==> config.mk <==
export PLATFORM = sky130hd
export DESIGN_NAME = ssmu_top
export DESIGN_NICKNAME = d
export VERILOG_FILES = /design/src/pkg/ssmu_pkg.sv /design/src/hw/ssmu_top.sv
export VERILOG_INCLUDE_DIRS = /design/src /design/src/pkg
export SDC_FILE = /design/constraint.sdc
export NUM_CORES = 1
export LEC_CHECK = 0
export ABC_AREA = 1
export BUFFER_PORTS_ARGS = -buffer_cell sky130_fd_sc_hd__buf_2
export CAP_MARGIN = 20
export CELL_PAD_IN_SITES_DETAIL_PLACEMENT = 1
export CELL_PAD_IN_SITES_GLOBAL_PLACEMENT = 1
export CORE_ASPECT_RATIO = 2
export CORE_MARGIN = 2
export CORE_UTILIZATION = 45
export CTS_BUF_LIST = sky130_fd_sc_hd__clkbuf_4 sky130_fd_sc_hd__clkbuf_8
export DETAILED_ROUTE_END_ITERATION = 8
export GPL_ROUTABILITY_DRIVEN = 0
export PLACE_DENSITY = 0.95
export SYNTH_ARGS = -nofsm -noshare
export SYNTH_HDL_FRONTEND = slang
export SYNTH_SLANG_ARGS = --single-unit
==> constraint.sdc <==
create_clock -name pclk -period 2.3 [get_ports pclk]
set_input_delay 0.23 -clock pclk [delete_from_list [all_inputs] [get_ports pclk]]
set_output_delay 0.23 -clock pclk [all_outputs]
set_load 0.05 [all_outputs]
==> src/pkg/ssmu_params.svh <==
// Offsets, widths, reset values and timing counts of the serial unit
`ifndef SSMU_PARAMS_SVH
`define SSMU_PARAMS_SVH
// ----------------------------------------------------------------
// Register byte offsets
// ----------------------------------------------------------------
`define SSMU_OFS_CTRL 12'h000
`define SSMU_OFS_STAT 12'h004
`define SSMU_OFS_TXD 12'h008
`define SSMU_OFS_RXD 12'h00C
`define SSMU_OFS_BAUD 12'h010
// ----------------------------------------------------------------
// Widths and reset values
// ----------------------------------------------------------------
`define SSMU_CTRL_W 11
`define SSMU_STAT_W 8
`define SSMU_CTRL_RST 11'h000
`define SSMU_BAUD_RST 16'h0001
`define SSMU_DIV_W 16
// ----------------------------------------------------------------
// Timing counts in baud ticks, clock edges and bits
// ----------------------------------------------------------------
`define SSMU_TICK_LAST 4'hF
`define SSMU_MID_LAST 4'h7
`define SSMU_SYNC_LAST 3'h7
`define SSMU_DATA_BITS 4'h8
`endif

==> src/pkg/ssmu_pkg.sv <==
// Types of the serial unit: control and status layouts, engine states
package ssmu_pkg;
  // Control register layout, bit 0 at the bottom
  typedef struct packed {
    logic parity_odd;
    logic parity_en;
    logic mp_format;
    logic clk_out_sel;
    logic sync_mode;
    logic mp_skip_en;
    logic tx_end_irq_en;
    logic rx_irq_en;
    logic tx_empty_irq_en;
    logic rx_enable;
    logic tx_enable;
  } ssmu_ctrl_t;
  // Status register layout, bit 0 at the bottom
  typedef struct packed {
    logic mp_tx_bit;
    logic mp_rx_bit;
    logic tx_end_flag;
    logic parity_err_flag;
    logic framing_err_flag;
    logic overrun_flag;
    logic rx_full_flag;
    logic tx_empty_flag;
  } ssmu_stat_t;
  // Asynchronous receiver states
  typedef enum logic [1:0] {RX_IDLE, RX_START, RX_BITS} ssmu_rx_st_t;
endpackage

==> src/hw/ssmu_top.sv <==
// Serial unit: APB registers, synchronous and multiprocessor engines
//
// The register offsets and the APB interface to the registers were left to the implementer.
`timescale 1ns/10ps
`include "ssmu_params.svh"
module ssmu_top #(
  parameter int DIV_W = `SSMU_DIV_W
) (
  input logic pclk,
  input logic presetn,
  input logic psel,
  input logic penable,
  input logic pwrite,
  input logic [11:0] paddr,
  input logic [31:0] pwdata,
  output logic [31:0] prdata,
  output logic pready,
  output logic pslverr,
  input logic serial_in_pin,
  output logic serial_out_pin,
  output logic serial_out_oe_n,
  input logic serial_clk_i,
  output logic serial_clk_o,
  output logic serial_clk_oe_n,
  input logic port_dir_reg,
  input logic port_data_reg,
  output logic tx_empty_irq,
  output logic tx_end_irq,
  output logic rx_full_irq,
  output logic rx_error_irq,
  output logic irq_req
);
  // ----------------------------------------------------------------
  // Elaboration check
  // ----------------------------------------------------------------
  if (DIV_W < 2 || DIV_W > 16) begin : g_chk
    $error("DIV_W must lie between 2 and 16");
  end

  // ----------------------------------------------------------------
  // Declarations
  // ----------------------------------------------------------------
  ssmu_pkg::ssmu_ctrl_t ctrl_ff; // Control bits
  ssmu_pkg::ssmu_stat_t stat; // Status readback view
  ssmu_pkg::ssmu_rx_st_t rx_st_ff; // Async receiver state
  logic [DIV_W-1:0] baud_ff; // Divider reload value
  logic [DIV_W-1:0] div_cnt_ff; // Divider counter
  logic [31:0] prdata_ff; // Read data latched in setup
  logic in_s1_ff, in_s2_ff; // Data pin synchroniser
  logic ck_s1_ff, ck_s2_ff, ck_s3_ff; // Clock pin synchroniser and edge stage
  logic sck_ff; // Internal serial clock level
  logic [2:0] sbit_ff; // Synchronous bit position
  logic tx_empty_ff, tx_end_ff, mp_tx_ff; // Transmit flags
  logic [7:0] tx_hold_ff; // Transmit holding register
  logic [10:0] tx_shift_ff; // Transmit shift register
  logic [3:0] tx_cnt_ff, tx_tcnt_ff; // Async bits left, ticks in bit
  logic tx_busy_ff, tx_line_ff; // Transmitter active, line level
  logic rx_full_ff, ovr_ff, ferr_ff, perr_ff, mp_rx_ff; // Receive flags
  logic [7:0] rx_hold_ff, rx_shift_ff; // Receive holding and shift
  logic [3:0] rx_tcnt_ff, rx_idx_ff; // Async ticks and bit index
  logic rx_extra_ff; // Parity or multiprocessor bit
  logic hit, wr_en, rd_en, tick, err_any, rx_on, sync_int;
  logic run, srise, sfall, char_done, has_extra;
  logic tx_wr, tx_can, tx_step, tx_load, tx_end_ev, tx_xbit;
  logic [10:0] tx_frame;
  logic [3:0] tx_len;
  logic rx_stop, rx_done, rx_skip, rx_acc, rx_ferr, rx_perr, rx_xbit;
  logic [7:0] rx_data;

  // ----------------------------------------------------------------
  // APB decode
  // ----------------------------------------------------------------
  assign hit = (paddr == `SSMU_OFS_CTRL) || (paddr == `SSMU_OFS_STAT) || (paddr == `SSMU_OFS_TXD) ||
               (paddr == `SSMU_OFS_RXD) || (paddr == `SSMU_OFS_BAUD);
  assign wr_en = psel && penable && pwrite && hit;
  assign rd_en = psel && penable && !pwrite && hit;
  assign pready = 1'b1;
  assign pslverr = psel && penable && !hit;
  assign prdata = prdata_ff;
  assign tx_wr = wr_en && (paddr == `SSMU_OFS_TXD);

  // Status view assembled from the flags
  always_comb begin
    stat.tx_empty_flag = tx_empty_ff;
    stat.rx_full_flag = rx_full_ff;
    stat.overrun_flag = ovr_ff;
    stat.framing_err_flag = ferr_ff;
    stat.parity_err_flag = perr_ff;
    stat.tx_end_flag = tx_end_ff;
    stat.mp_rx_bit = mp_rx_ff;
    stat.mp_tx_bit = mp_tx_ff;
  end

  // Read data captured in the setup cycle, ready in the access cycle
  always_ff @(posedge pclk or negedge presetn) begin
    if (!presetn) begin
      prdata_ff <= 32'h00000000;
    end else if (psel && !penable && !pwrite) begin
      case (paddr)
        `SSMU_OFS_CTRL: prdata_ff <= {21'h000000, ctrl_ff};
        `SSMU_OFS_STAT: prdata_ff <= {24'h000000, stat};
        `SSMU_OFS_TXD: prdata_ff <= {24'h000000, tx_hold_ff};
        `SSMU_OFS_RXD: prdata_ff <= {24'h000000, rx_hold_ff};
        `SSMU_OFS_BAUD: prdata_ff <= {{(32-DIV_W){1'b0}}, baud_ff};
        default: prdata_ff <= 32'h00000000; // Unmapped reads as zero
      endcase
    end
  end

  // Control register; an accepted ID frame drops skip mode
  always_ff @(posedge pclk or negedge presetn) begin
    if (!presetn) begin
      ctrl_ff <= `SSMU_CTRL_RST;
    end else if (wr_en && paddr == `SSMU_OFS_CTRL) begin
      ctrl_ff <= pwdata[`SSMU_CTRL_W-1:0];
    end else if (rx_acc && ctrl_ff.mp_format && rx_xbit) begin
      ctrl_ff.mp_skip_en <= 1'b0;
    end
  end

  // Baud reload and transmit holding register
  always_ff @(posedge pclk or negedge presetn) begin
    if (!presetn) begin
      baud_ff <= DIV_W'(`SSMU_BAUD_RST);
      tx_hold_ff <= 8'h00;
    end else begin
      if (wr_en && paddr == `SSMU_OFS_BAUD) begin
        baud_ff <= pwdata[DIV_W-1:0];
      end
      if (tx_wr) begin
        tx_hold_ff <= pwdata[7:0];
      end
    end
  end

  // ----------------------------------------------------------------
  // Pin synchronisers and divider
  // ----------------------------------------------------------------
  always_ff @(posedge pclk or negedge presetn) begin
    if (!presetn) begin
      in_s1_ff <= 1'b1;
      in_s2_ff <= 1'b1;
      ck_s1_ff <= 1'b1;
      ck_s2_ff <= 1'b1;
      ck_s3_ff <= 1'b1;
    end else begin
      in_s1_ff <= serial_in_pin;
      in_s2_ff <= in_s1_ff;
      ck_s1_ff <= serial_clk_i;
      ck_s2_ff <= ck_s1_ff;
      ck_s3_ff <= ck_s2_ff;
    end
  end

  // Baud tick: one cycle pulse every baud_ff+1 cycles
  assign tick = (div_cnt_ff == '0);
  always_ff @(posedge pclk or negedge presetn) begin
    if (!presetn) begin
      div_cnt_ff <= '0;
    end else if (tick) begin
      div_cnt_ff <= baud_ff;
    end else begin
      div_cnt_ff <= div_cnt_ff - 1'b1;
    end
  end

  // ----------------------------------------------------------------
  // Synchronous serial clock
  // ----------------------------------------------------------------
  assign err_any = ovr_ff || ferr_ff || perr_ff;
  assign rx_on = ctrl_ff.rx_enable && !err_any;
  assign sync_int = ctrl_ff.sync_mode && ctrl_ff.clk_out_sel;
  // Clock runs while transmitting or receiving, and keeps going to finish a started character
  assign run = sync_int && (tx_busy_ff || rx_on || !sck_ff || sbit_ff != 3'h0);
  assign sfall = ctrl_ff.sync_mode && (sync_int ? (tick && run && sck_ff) : (ck_s3_ff && !ck_s2_ff));
  assign srise = ctrl_ff.sync_mode && (sync_int ? (tick && run && !sck_ff) : (ck_s2_ff && !ck_s3_ff));
  assign char_done = srise && (sbit_ff == `SSMU_SYNC_LAST);

  // Internal clock toggles on ticks and rests high between characters
  always_ff @(posedge pclk or negedge presetn) begin
    if (!presetn) begin
      sck_ff <= 1'b1;
    end else if (!sync_int) begin
      sck_ff <= 1'b1;
    end else if (tick && run) begin
      sck_ff <= !sck_ff;
    end
  end

  // Counts rising edges; eight make one character
  always_ff @(posedge pclk or negedge presetn) begin
    if (!presetn) begin
      sbit_ff <= 3'h0;
    end else if (!ctrl_ff.sync_mode) begin
      sbit_ff <= 3'h0;
    end else if (srise && (tx_busy_ff || rx_on || sbit_ff != 3'h0)) begin
      sbit_ff <= sbit_ff + 3'h1;
    end
  end

  assign serial_clk_o = sck_ff;
  assign serial_clk_oe_n = !sync_int; // Driven only with internal clock

  // ----------------------------------------------------------------
  // Transmitter
  // ----------------------------------------------------------------
  assign has_extra = ctrl_ff.mp_format || ctrl_ff.parity_en;
  // Multiprocessor bit replaces parity
  assign tx_xbit = ctrl_ff.mp_format ? mp_tx_ff : (^tx_hold_ff ^ ctrl_ff.parity_odd);
  assign tx_frame = has_extra ? {1'b1, tx_xbit, tx_hold_ff, 1'b0} : {2'b11, tx_hold_ff, 1'b0};
  assign tx_len = has_extra ? 4'hA : 4'h9;
  assign tx_step = tick && (tx_tcnt_ff == `SSMU_TICK_LAST);
  // Never load in a cycle that writes the holding register
  assign tx_can = ctrl_ff.tx_enable && !tx_empty_ff && !tx_wr && (!ctrl_ff.sync_mode || !err_any);

  always_comb begin
    if (ctrl_ff.sync_mode) begin
      tx_load = tx_can && ((!tx_busy_ff && sbit_ff == 3'h0 && !srise) || (tx_busy_ff && char_done));
      tx_end_ev = tx_busy_ff && char_done && !tx_can;
    end else begin
      tx_load = tx_can && tx_step && (!tx_busy_ff || tx_cnt_ff == 4'h0);
      tx_end_ev = tx_busy_ff && tx_step && tx_cnt_ff == 4'h0 && !tx_can;
    end
  end

  // Tick counter inside an async bit
  always_ff @(posedge pclk or negedge presetn) begin
    if (!presetn) begin
      tx_tcnt_ff <= 4'h0;
    end else if (tick) begin
      tx_tcnt_ff <= tx_tcnt_ff + 4'h1;
    end
  end

  // Shift engine for both modes
  always_ff @(posedge pclk or negedge presetn) begin
    if (!presetn) begin
      tx_busy_ff <= 1'b0;
      tx_line_ff <= 1'b1;
      tx_shift_ff <= 11'h7FF;
      tx_cnt_ff <= 4'h0;
    end else if (!ctrl_ff.tx_enable) begin
      tx_busy_ff <= 1'b0; // Disable aborts any frame
      tx_line_ff <= 1'b1;
      tx_cnt_ff <= 4'h0;
    end else if (ctrl_ff.sync_mode) begin
      if (tx_load) begin
        tx_busy_ff <= 1'b1;
        tx_shift_ff <= {3'h7, tx_hold_ff};
      end else if (tx_busy_ff && sfall) begin
        tx_line_ff <= tx_shift_ff[0];
        tx_shift_ff <= {1'b1, tx_shift_ff[10:1]};
      end else if (tx_end_ev) begin
        tx_busy_ff <= 1'b0; // Line keeps bit 7
      end
    end else if (tx_load) begin
      tx_busy_ff <= 1'b1;
      tx_line_ff <= 1'b0; // Start bit
      tx_shift_ff <= {1'b1, tx_frame[10:1]};
      tx_cnt_ff <= tx_len;
    end else if (tx_busy_ff && tx_step) begin
      if (tx_cnt_ff != 4'h0) begin
        tx_line_ff <= tx_shift_ff[0];
        tx_shift_ff <= {1'b1, tx_shift_ff[10:1]};
        tx_cnt_ff <= tx_cnt_ff - 4'h1;
      end else begin
        tx_busy_ff <= 1'b0;
        tx_line_ff <= 1'b1; // mark state
      end
    end
  end

  // Transmit flags; hardware set wins over software clear
  always_ff @(posedge pclk or negedge presetn) begin
    if (!presetn) begin
      tx_empty_ff <= 1'b1;
      tx_end_ff <= 1'b1;
      mp_tx_ff <= 1'b0;
    end else begin
      if (tx_load || !ctrl_ff.tx_enable) begin
        tx_empty_ff <= 1'b1;
      end else if (tx_wr) begin
        tx_empty_ff <= 1'b0;
      end
      if (tx_end_ev || !ctrl_ff.tx_enable) begin
        tx_end_ff <= 1'b1;
      end else if (tx_load || tx_wr) begin
        tx_end_ff <= 1'b0;
      end
      if (wr_en && paddr == `SSMU_OFS_STAT) begin
        mp_tx_ff <= pwdata[7];
      end
    end
  end

  // Unit drives the pin when enabled, else the port takes it
  assign serial_out_pin = ctrl_ff.tx_enable ? tx_line_ff : port_data_reg;
  assign serial_out_oe_n = ctrl_ff.tx_enable ? 1'b0 : !port_dir_reg;

  // ----------------------------------------------------------------
  // Receiver
  // ----------------------------------------------------------------
  assign rx_stop = (rx_idx_ff == (has_extra ? 4'h9 : `SSMU_DATA_BITS));
  assign rx_xbit = ctrl_ff.sync_mode ? 1'b0 : rx_extra_ff;
  assign rx_data = ctrl_ff.sync_mode ? {in_s2_ff, rx_shift_ff[7:1]} : rx_shift_ff;
  assign rx_ferr = !ctrl_ff.sync_mode && !in_s2_ff;
  assign rx_perr = !ctrl_ff.sync_mode && ctrl_ff.parity_en && !ctrl_ff.mp_format &&
                   ((^{rx_shift_ff, rx_extra_ff}) != ctrl_ff.parity_odd);
  always_comb begin
    if (ctrl_ff.sync_mode) begin
      rx_done = char_done && rx_on;
    end else begin
      rx_done = (rx_st_ff == ssmu_pkg::RX_BITS) && tick && rx_tcnt_ff == `SSMU_TICK_LAST && rx_stop && rx_on;
    end
  end
  // Data frames vanish while skipping
  assign rx_skip = !ctrl_ff.sync_mode && ctrl_ff.mp_format && ctrl_ff.mp_skip_en && !rx_extra_ff;
  assign rx_acc = rx_done && !rx_skip;

  // Shift register and async frame walker
  always_ff @(posedge pclk or negedge presetn) begin
    if (!presetn) begin
      rx_st_ff <= ssmu_pkg::RX_IDLE;
      rx_shift_ff <= 8'h00;
      rx_tcnt_ff <= 4'h0;
      rx_idx_ff <= 4'h0;
      rx_extra_ff <= 1'b0;
    end else if (ctrl_ff.sync_mode) begin
      rx_st_ff <= ssmu_pkg::RX_IDLE;
      if (srise && rx_on) begin
        rx_shift_ff <= {in_s2_ff, rx_shift_ff[7:1]};
      end
    end else begin
      case (rx_st_ff)
        ssmu_pkg::RX_IDLE: begin
          rx_tcnt_ff <= 4'h0;
          if (rx_on && !in_s2_ff) begin
            rx_st_ff <= ssmu_pkg::RX_START;
          end
        end
        ssmu_pkg::RX_START: begin
          if (tick) begin
            rx_tcnt_ff <= rx_tcnt_ff + 4'h1;
            if (rx_tcnt_ff == `SSMU_MID_LAST) begin
              rx_tcnt_ff <= 4'h0;
              rx_idx_ff <= 4'h0;
              rx_st_ff <= in_s2_ff ? ssmu_pkg::RX_IDLE : ssmu_pkg::RX_BITS; // Glitch returns to idle
            end
          end
        end
        ssmu_pkg::RX_BITS: begin
          if (tick) begin
            rx_tcnt_ff <= rx_tcnt_ff + 4'h1;
            if (rx_tcnt_ff == `SSMU_TICK_LAST) begin
              rx_idx_ff <= rx_idx_ff + 4'h1;
              if (rx_stop) begin
                rx_st_ff <= ssmu_pkg::RX_IDLE;
              end else if (rx_idx_ff < `SSMU_DATA_BITS) begin
                rx_shift_ff <= {in_s2_ff, rx_shift_ff[7:1]};
              end else begin
                rx_extra_ff <= in_s2_ff;
              end
            end
          end
        end
        default: rx_st_ff <= ssmu_pkg::RX_IDLE;
      endcase
    end
  end

  // Holding register loads only when not full
  always_ff @(posedge pclk or negedge presetn) begin
    if (!presetn) begin
      rx_hold_ff <= 8'h00;
      mp_rx_ff <= 1'b0;
    end else if (rx_acc && !rx_full_ff) begin
      rx_hold_ff <= rx_data;
      mp_rx_ff <= rx_xbit;
    end
  end

  // Receive flags: hardware set wins, status write of zero clears
  always_ff @(posedge pclk or negedge presetn) begin
    if (!presetn) begin
      rx_full_ff <= 1'b0;
      ovr_ff <= 1'b0;
      ferr_ff <= 1'b0;
      perr_ff <= 1'b0;
    end else begin
      if (rx_acc && !rx_full_ff && !rx_ferr && !rx_perr) begin
        rx_full_ff <= 1'b1;
      end else if (rd_en && paddr == `SSMU_OFS_RXD) begin
        rx_full_ff <= 1'b0;
      end else if (wr_en && paddr == `SSMU_OFS_STAT && !pwdata[1]) begin
        rx_full_ff <= 1'b0;
      end
      if (rx_acc && rx_full_ff) begin
        ovr_ff <= 1'b1;
      end else if (wr_en && paddr == `SSMU_OFS_STAT && !pwdata[2]) begin
        ovr_ff <= 1'b0;
      end
      if (rx_acc && rx_ferr) begin
        ferr_ff <= 1'b1;
      end else if (wr_en && paddr == `SSMU_OFS_STAT && !pwdata[3]) begin
        ferr_ff <= 1'b0;
      end
      if (rx_acc && rx_perr) begin
        perr_ff <= 1'b1;
      end else if (wr_en && paddr == `SSMU_OFS_STAT && !pwdata[4]) begin
        perr_ff <= 1'b0;
      end
    end
  end

  // ----------------------------------------------------------------
  // Interrupt requests
  // ----------------------------------------------------------------
  assign tx_empty_irq = tx_empty_ff && ctrl_ff.tx_empty_irq_en;
  assign tx_end_irq = tx_end_ff && ctrl_ff.tx_end_irq_en;
  assign rx_full_irq = rx_full_ff && ctrl_ff.rx_irq_en;
  assign rx_error_irq = err_any && ctrl_ff.rx_irq_en;
  assign irq_req = tx_empty_irq || tx_end_irq || rx_full_irq || rx_error_irq;
endmodule

* After elaboration in Yosys (flattened, before gate mapping) *
Cells that the tools add are included.

word-level totals
  flip-flop bits (word level) = 148
  input port bits = 53
  output and inout port bits = 43
  word-level logic and storage cells = 324

operators by class
  add/subtract/negate cells = 6
  magnitude comparators = 1
  equality and inequality tests = 36
  multiplexer cells = 85
  bitwise logic cells = 4
  reduce and logical (&&, ||, !) cells = 151

operators with widths
  kind                                                 number
  one-hot mux 16 bit (5 select lines)                  1
  logical AND 1 bit                                    71
  2-to-1 mux 11 bit                                    6
  2-to-1 mux 8 bit                                     8
  2-to-1 mux 4 bit                                     12
  2-to-1 mux 1 bit                                     42
  logical NOT 1 bit                                    27
  == test 12 x 4 -> 1 bit (second input constant)      2
  AND reduction 6 bit                                  4
  nonzero test 2 bit                                   11
  logical OR 1 bit                                     20
  2-to-1 mux 2 bit                                     9
  inequality test 3 bit (second input constant)        6
  logical NOT 16 bit                                   1
  2-to-1 mux 16 bit                                    1
  subtractor 16 x 1 -> 16 bit (second input constant)  1
  nonzero test 3 bit                                   5
  adder 4 x 1 -> 4 bit (second input constant)         3
  == test 12 x 3 -> 1 bit (second input constant)      1
  == test 12 x 5 -> 1 bit (second input constant)      1
  logical NOT 12 bit                                   1
  one-hot mux 4 bit (3 select lines)                   1
  AND reduction 4 bit                                  3
  2-to-1 mux 10 bit                                    1
  other kinds (29)                                     45

* Depth between registers and ports, before layout *
  word-level depth = 21
  gate-level depth with buffers = 16
  depth with buffers taken out = 16

* Worst setup path before layout *
No wires, ideal clock.

  kind = register to register
  start = reg div_cnt_ff[0]
  end = reg tx_cnt_ff[3]
  setup time = 123 ps
  arrival time = 1814 ps
  data required time = 2177 ps
  setup slack = 364 ps
  stages on the path, launching flop included = 15
  path buffers = 1
  period minus slack after synthesis = 1936 ps
  cells stage by stage = dfrtp_1 -> inv_1 -> ha_1 -> nand2_2 -> nor2_8 -> nand4_2 -> nand2_2 -> nand2_2 -> nand2_1 -> nand2_1 -> nand3_2 -> nand2_4 -> buf_6 -> o21ai_1 -> o21ai_1

on the way
  longest elaborated chain between the ends = 13
  elaborated cells between the ends (all ways) = 22
  those cells by class = eq/ne (2); mux (5); reduce/logical (15)

ends and longest elaborated chain
  element                                                 RTL line                          RTL
  from (decl)                                             ssmu_top.sv:47                    logic [DIV_W-1:0] div_cnt_ff;
  from (signal assigned)                                  ssmu_top.sv:161                   div_cnt_ff <= baud_ff;
  from (signal assigned)                                  ssmu_top.sv:163                   div_cnt_ff <= div_cnt_ff - 1'b1;
  logical NOT 16 bit *                                    ssmu_top.sv:156                   assign tick = (div_cnt_ff == '0);
  logical AND 1 bit (2 in series)                         ssmu_top.sv:176                   assign srise = ctrl_ff.sync_mode && (sync_int ? (tick && run && !sck_ff) : (ck_s2_ff && !ck_s3_ff));
  2-to-1 mux 1 bit                                        ssmu_top.sv:176
  logical AND 1 bit                                       ssmu_top.sv:176
  logical NOT 1 bit or logical AND 1 bit (tied branches)  ssmu_top.sv:218, ssmu_top.sv:177
  logical AND 1 bit                                       ssmu_top.sv:218                   tx_load = tx_can && ((!tx_busy_ff && sbit_ff == 3'h0 && !srise) || (tx_busy_ff && char_done));
  logical OR 1 bit                                        ssmu_top.sv:218
  logical AND 1 bit                                       ssmu_top.sv:218
  2-to-1 mux 1 bit                                        ssmu_top.sv:217                   if (ctrl_ff.sync_mode) begin
  2-to-1 mux 4 bit                                        ssmu_top.sv:256                   end else if (tx_load) begin
  2-to-1 mux 4 bit                                        ssmu_top.sv:246                   end else if (ctrl_ff.sync_mode) begin
  2-to-1 mux 4 bit                                        ssmu_top.sv:242                   end else if (!ctrl_ff.tx_enable) begin
  to (signal assigned)                                    ssmu_top.sv:260                   tx_cnt_ff <= tx_len;
  to (signal assigned)                                    ssmu_top.sv:265                   tx_cnt_ff <= tx_cnt_ff - 4'h1;
  to (decl)                                               ssmu_top.sv:56                    logic [3:0] tx_cnt_ff, tx_tcnt_ff;

Mark *: on every way between the ends. The rest lies on a longest branch, timed or not. The select of a mux whose other input is x is not followed.
A chain may end at the register's enable or synchronous reset.

* Worst setup path after layout *
  start = reg div_cnt_ff[2]
  end = reg div_cnt_ff[13]

on the way
  longest elaborated chain between the ends = 2
  elaborated cells between the ends (all ways) = 3
  those cells by class = add/sub (1); mux (1); reduce/logical (1)

ends and longest elaborated chain
  element                                                            RTL line                          RTL
  subtractor 16 x 1 -> 16 bit or logical NOT 16 bit (tied branches)  ssmu_top.sv:163, ssmu_top.sv:156
  2-to-1 mux 16 bit *                                                ssmu_top.sv:160                   end else if (tick) begin

Mark *: on every way between the ends. The rest lies on a longest branch, timed or not.

==> summary.txt <==
Yosys
  – Share of flip-flops with an asynchronous set or reset: 100%
  – Dominant cell type by area after synthesis: dfrtp_1
  – Main synth FF type: dfrtp_1
  – Synth Area in Compound Gates: 14.3%
  – Seq/Total Area, Yosys: 46.4%
  – Most common cell in the netlist: nand2_1
  – Most common library cells after synthesis: 191 x nand2_1, 118 x inv_1, 111 x dfrtp_1
  – Synthesized area: 7060 µm²
  – Synth Area in XOR/XNOR: 3.72%
  – Syn Inst Count: 839
  – Main combinational cell family by area after synthesis: simple AND/OR/NAND/NOR gates
  – Number of synthesized flops with an enable pin: 0
  – Synth area leaders: dfrtp_1 39%, nand2_1 10%, dfstp_2 7.1%, inv_1 6.3%, o21ai_0 5.8%
  – Warnings, synthesis: 0
  – Multiplexer area fraction after synthesis: 0.940%
  – Synthesized area per cell: 8.41 µm²
  – Seq cells post-synth: 130
  – Unique masters post-synth: 52
  – Simple-Gate Fraction of Synth Area: 22.3%
  – Post-Synth Adder-Cell Area: 2.31%
  – Top cell type's share of synthesized area: 39.4%

Global routing
  – Most used routing layer in global routing: met2
  – Grt met1 use: 32.9%
  – Vias in the first global route: 7638
  – Total grt overflow: 0
  – Initial antenna violation count: 0
  – Global-route wire length before repair: 41500 µm
  – Pin count of the biggest net entering global routing: 51
  – GR Util met2: 57.3%
  – GRT Overall Usage: 32.4%
  – GR met3 Demand/Resource: 7.13%

Final layout
  – Finished Core Util: 54.7%
  – Nets: 1013
  – Synth-to-layout area growth: 18.5%
  – Design area: 8360 µm²
  – Filler cells: 1849
  – Multi-input gate area: 3240 µm²
  – Register area: 3280 µm²
  – Share of layout cells above drive strength 1: 25.3%
  – Ant. Diodes: 0

Power
  – Leak pwr: 3.91 nW
  – Power Internal: 3.87 mW
  – Pwr dens: 714 nW/µm²
  – Power share of the combinational group: 20.0%
  – Reg power frac: 44.8%
  – Sw frac: 35.3%
  – Clk pwr share: 35.1%
  – P_sw: 2.11 mW
  – Max VDD drop: 384 µV

Min path
  – Worst hold path type: in2reg

Timing
  – Setup TNS: -0.893 ns
  – Fmax: 414 MHz
  – Setup Viol. Count Final: 16
  – Fin crit share: 105%
  – Final Hold Vio Count: 0
  – Skew final: 0.0207 ns
  – Worst slew margin: 52.7%
  – Max Slew Vio Count: 0
  – Slew at the pin with the worst max-slew slack: 0.710 ns
  – RSZ-0062 raised after global routing: yes
  – Hold WS: 0.0179 ns
  – Final setup margin: -0.115 ns
  – Min Clock Period, post-route: 2.42 ns

Die
  – Die Ht: 181 µm
  – Die footprint: 16800 µm²
  – Core region area: 15300 µm²
  – Die Wd: 92.5 µm
  – Initial Util: 46.1%
  – # rows: 64
  – Boundary Pins: 96

Critical path
  – Start of the worst register-to-register path: div_cnt_ff[2]$_DFF_PN0_
  – R2r worst-path depth: 11
  – Worst setup EP type: flip-flop
  – CP required: 2.69 ns
  – Crit. Startpoint: div_cnt_ff[2]$_DFF_PN0_
  – Worst flop-to-flop path endpoint: div_cnt_ff[13]$_DFF_PN0_
  – Data arrival, critical path: 2.80 ns
  – Worst reg2reg setup slack: -0.12 ns
  – Startpoint types: flip-flop
  – Critical path class: reg2reg
  – Peak fanout along the critical path: 3
  – Worst setup path endpoint: div_cnt_ff[13]$_DFF_PN0_

Route
  – DRC Markers: 0
  – Vias after detailed routing: 7209
  – Number of routed nets with antenna violations: 0
  – DRT iter0 DRCs: 770
  – Wire per inst: 25.7 µm
  – Drt first pass iters: 5
  – Overall routed net length: 29700 µm
  – Via density: 6.23

Outcome
  – Outcome: complete, but fails checks
  – Failing checks: setup timing

Clock tree
  – Clk_lat worst skew: 0.47 ns
  – Num Clock Sinks: 130
  – CTS buffer count: 17
  – Clock Path Buffers: 2
  – Clock edge transition at the registers on the reported setup and hold paths: 0.10 ns
  – Clock root cell: clkbuf_8
  – CTS tree: yes
  – H-tree Lvls: 4

Placed design
  – Post-Place Worst Slack: 0.0559 ns
  – Hpwl dp: 16500 µm
  – Port Buffers: 62
  – Placed Area: 7660 µm²

Job
  – Max-cap viol count: 0
-- stage by stage --
step | instances | total power [mW]
after global routing | 1158 | 6.13
final | 1158 | 5.97
after global placement | 1105 | 3.54
after detailed placement | 1105 | 3.61
after floorplan | 854 | 3.32
after CTS | 1146 | 5.71
-- critical path, cell delays in order, from the launching register on --
cell and delay (ns):
dfrtp_1 0.43, inv_1 0.12, nand3_1 0.17, nor2_1 0.28, nand2_1 0.24, nor2_2 0.22
nand2_1 0.16, nor2_2 0.20, nand2_1 0.14, inv_1 0.11, o21ai_0 0.08, o21ai_0 0.17
-- kinds of logic (layout without fill, tap and decap cells) --
kind of cell,count (synthesis),in the layout
other,2,17
multiplexers,6,6
XOR/XNOR,30,30
AND/OR/NAND/NOR,324,324
AO/OA/AOI/OAI,174,174
flip-flops,130,130
buffers and inverters,160,266
adder cells (fa/ha/maj),13,13
-- registers in the layout (all words and copies together) (netlist names), 8 cells and up --
signal	flops
rx_hold_ff	8
tx_hold_ff	8
rx_shift_ff	8
tx_shift_ff	9
div_cnt_ff	16
ctrl_ff	11
baud_ff	16
prdata	16
-- how the worst min path moves through the flow --
| stage | from | to | slack (ns) | cells after the start |
|---|---|---|---|---|
| CTS | pwdata[13] | baud_ff[13]$_DFFE_PN0P_ | 0.005 | 2 |
| detailed placement | presetn | baud_ff[15]$_DFFE_PN0P_ | 0.30 | 1 |
| global placement | presetn | baud_ff[15]$_DFFE_PN0P_ | 0.28 | 1 |
| global route | pwdata[15] | baud_ff[15]$_DFFE_PN0P_ | 0.01 | 2 |
| floorplan | presetn | baud_ff[10]$_DFFE_PN0P_ | -0.07 | 0 |
| finish | pwdata[11] | baud_ff[11]$_DFFE_PN0P_ | 0.02 | 2 |
-- what timing repair did --
item	in CTS	in global routing
endpoints found under the hold margin	38	1
resized for setup	2	28
gates cloned	0	0
buffers inserted	5	11
setup endpoints to repair	16	33
pin swaps	1	13
hold buffers	4	1
-- metal layers --
metal  part of all wire, %  vias to the layer above
met2                    51                      514
met1                    33                     3580
li1                      -                     2917
met3                   7.2                      198
met5                     0                        -
met4                   8.8                        0
-- cell usage in the layout, fill, tap and decap left out, types with 10 or more instances in the layout --
cell type,Yosys,final
buf_4,17,39
nand2_1,191,184
a21oi_1,12,11
xor2_1,18,18
conb_1,2,17
o21ai_1,32,28
nand2_2,4,11
nor2_1,44,41
inv_1,118,115
nor3_1,11,10
clkbuf_8,0,18
o22ai_1,16,16
nand3_1,30,29
dfstp_2,19,19
xnor2_1,12,12
dfrtp_1,111,109
ha_1,13,12
o21ai_0,82,82
o21ai_2,13,17
buf_2,4,61
-- cell type report --
type                    instances  share of cell area, %
inverters                     125                   5.67
well taps                     198                   2.96
flip-flops and latches        130                   39.2
multi-input cells             564                   38.8
repair buffers                109                   8.61
clock buffers                  20                   3.14
clock inverters                12                   1.62
-- power by group through the flow --
stage          logic, mW  clock network, mW  registers [mW]
2_1_floorplan      0.631                  0            2.69
3_3_place_gp       0.894                  0            2.65
3_5_place_dp       0.956                  0            2.66
4_1_cts             1.02               2.05            2.64
5_1_grt             1.27               2.18            2.69
6_report            1.20               2.10            2.68
No activity file was read; power rests on OpenSTA's default activity.
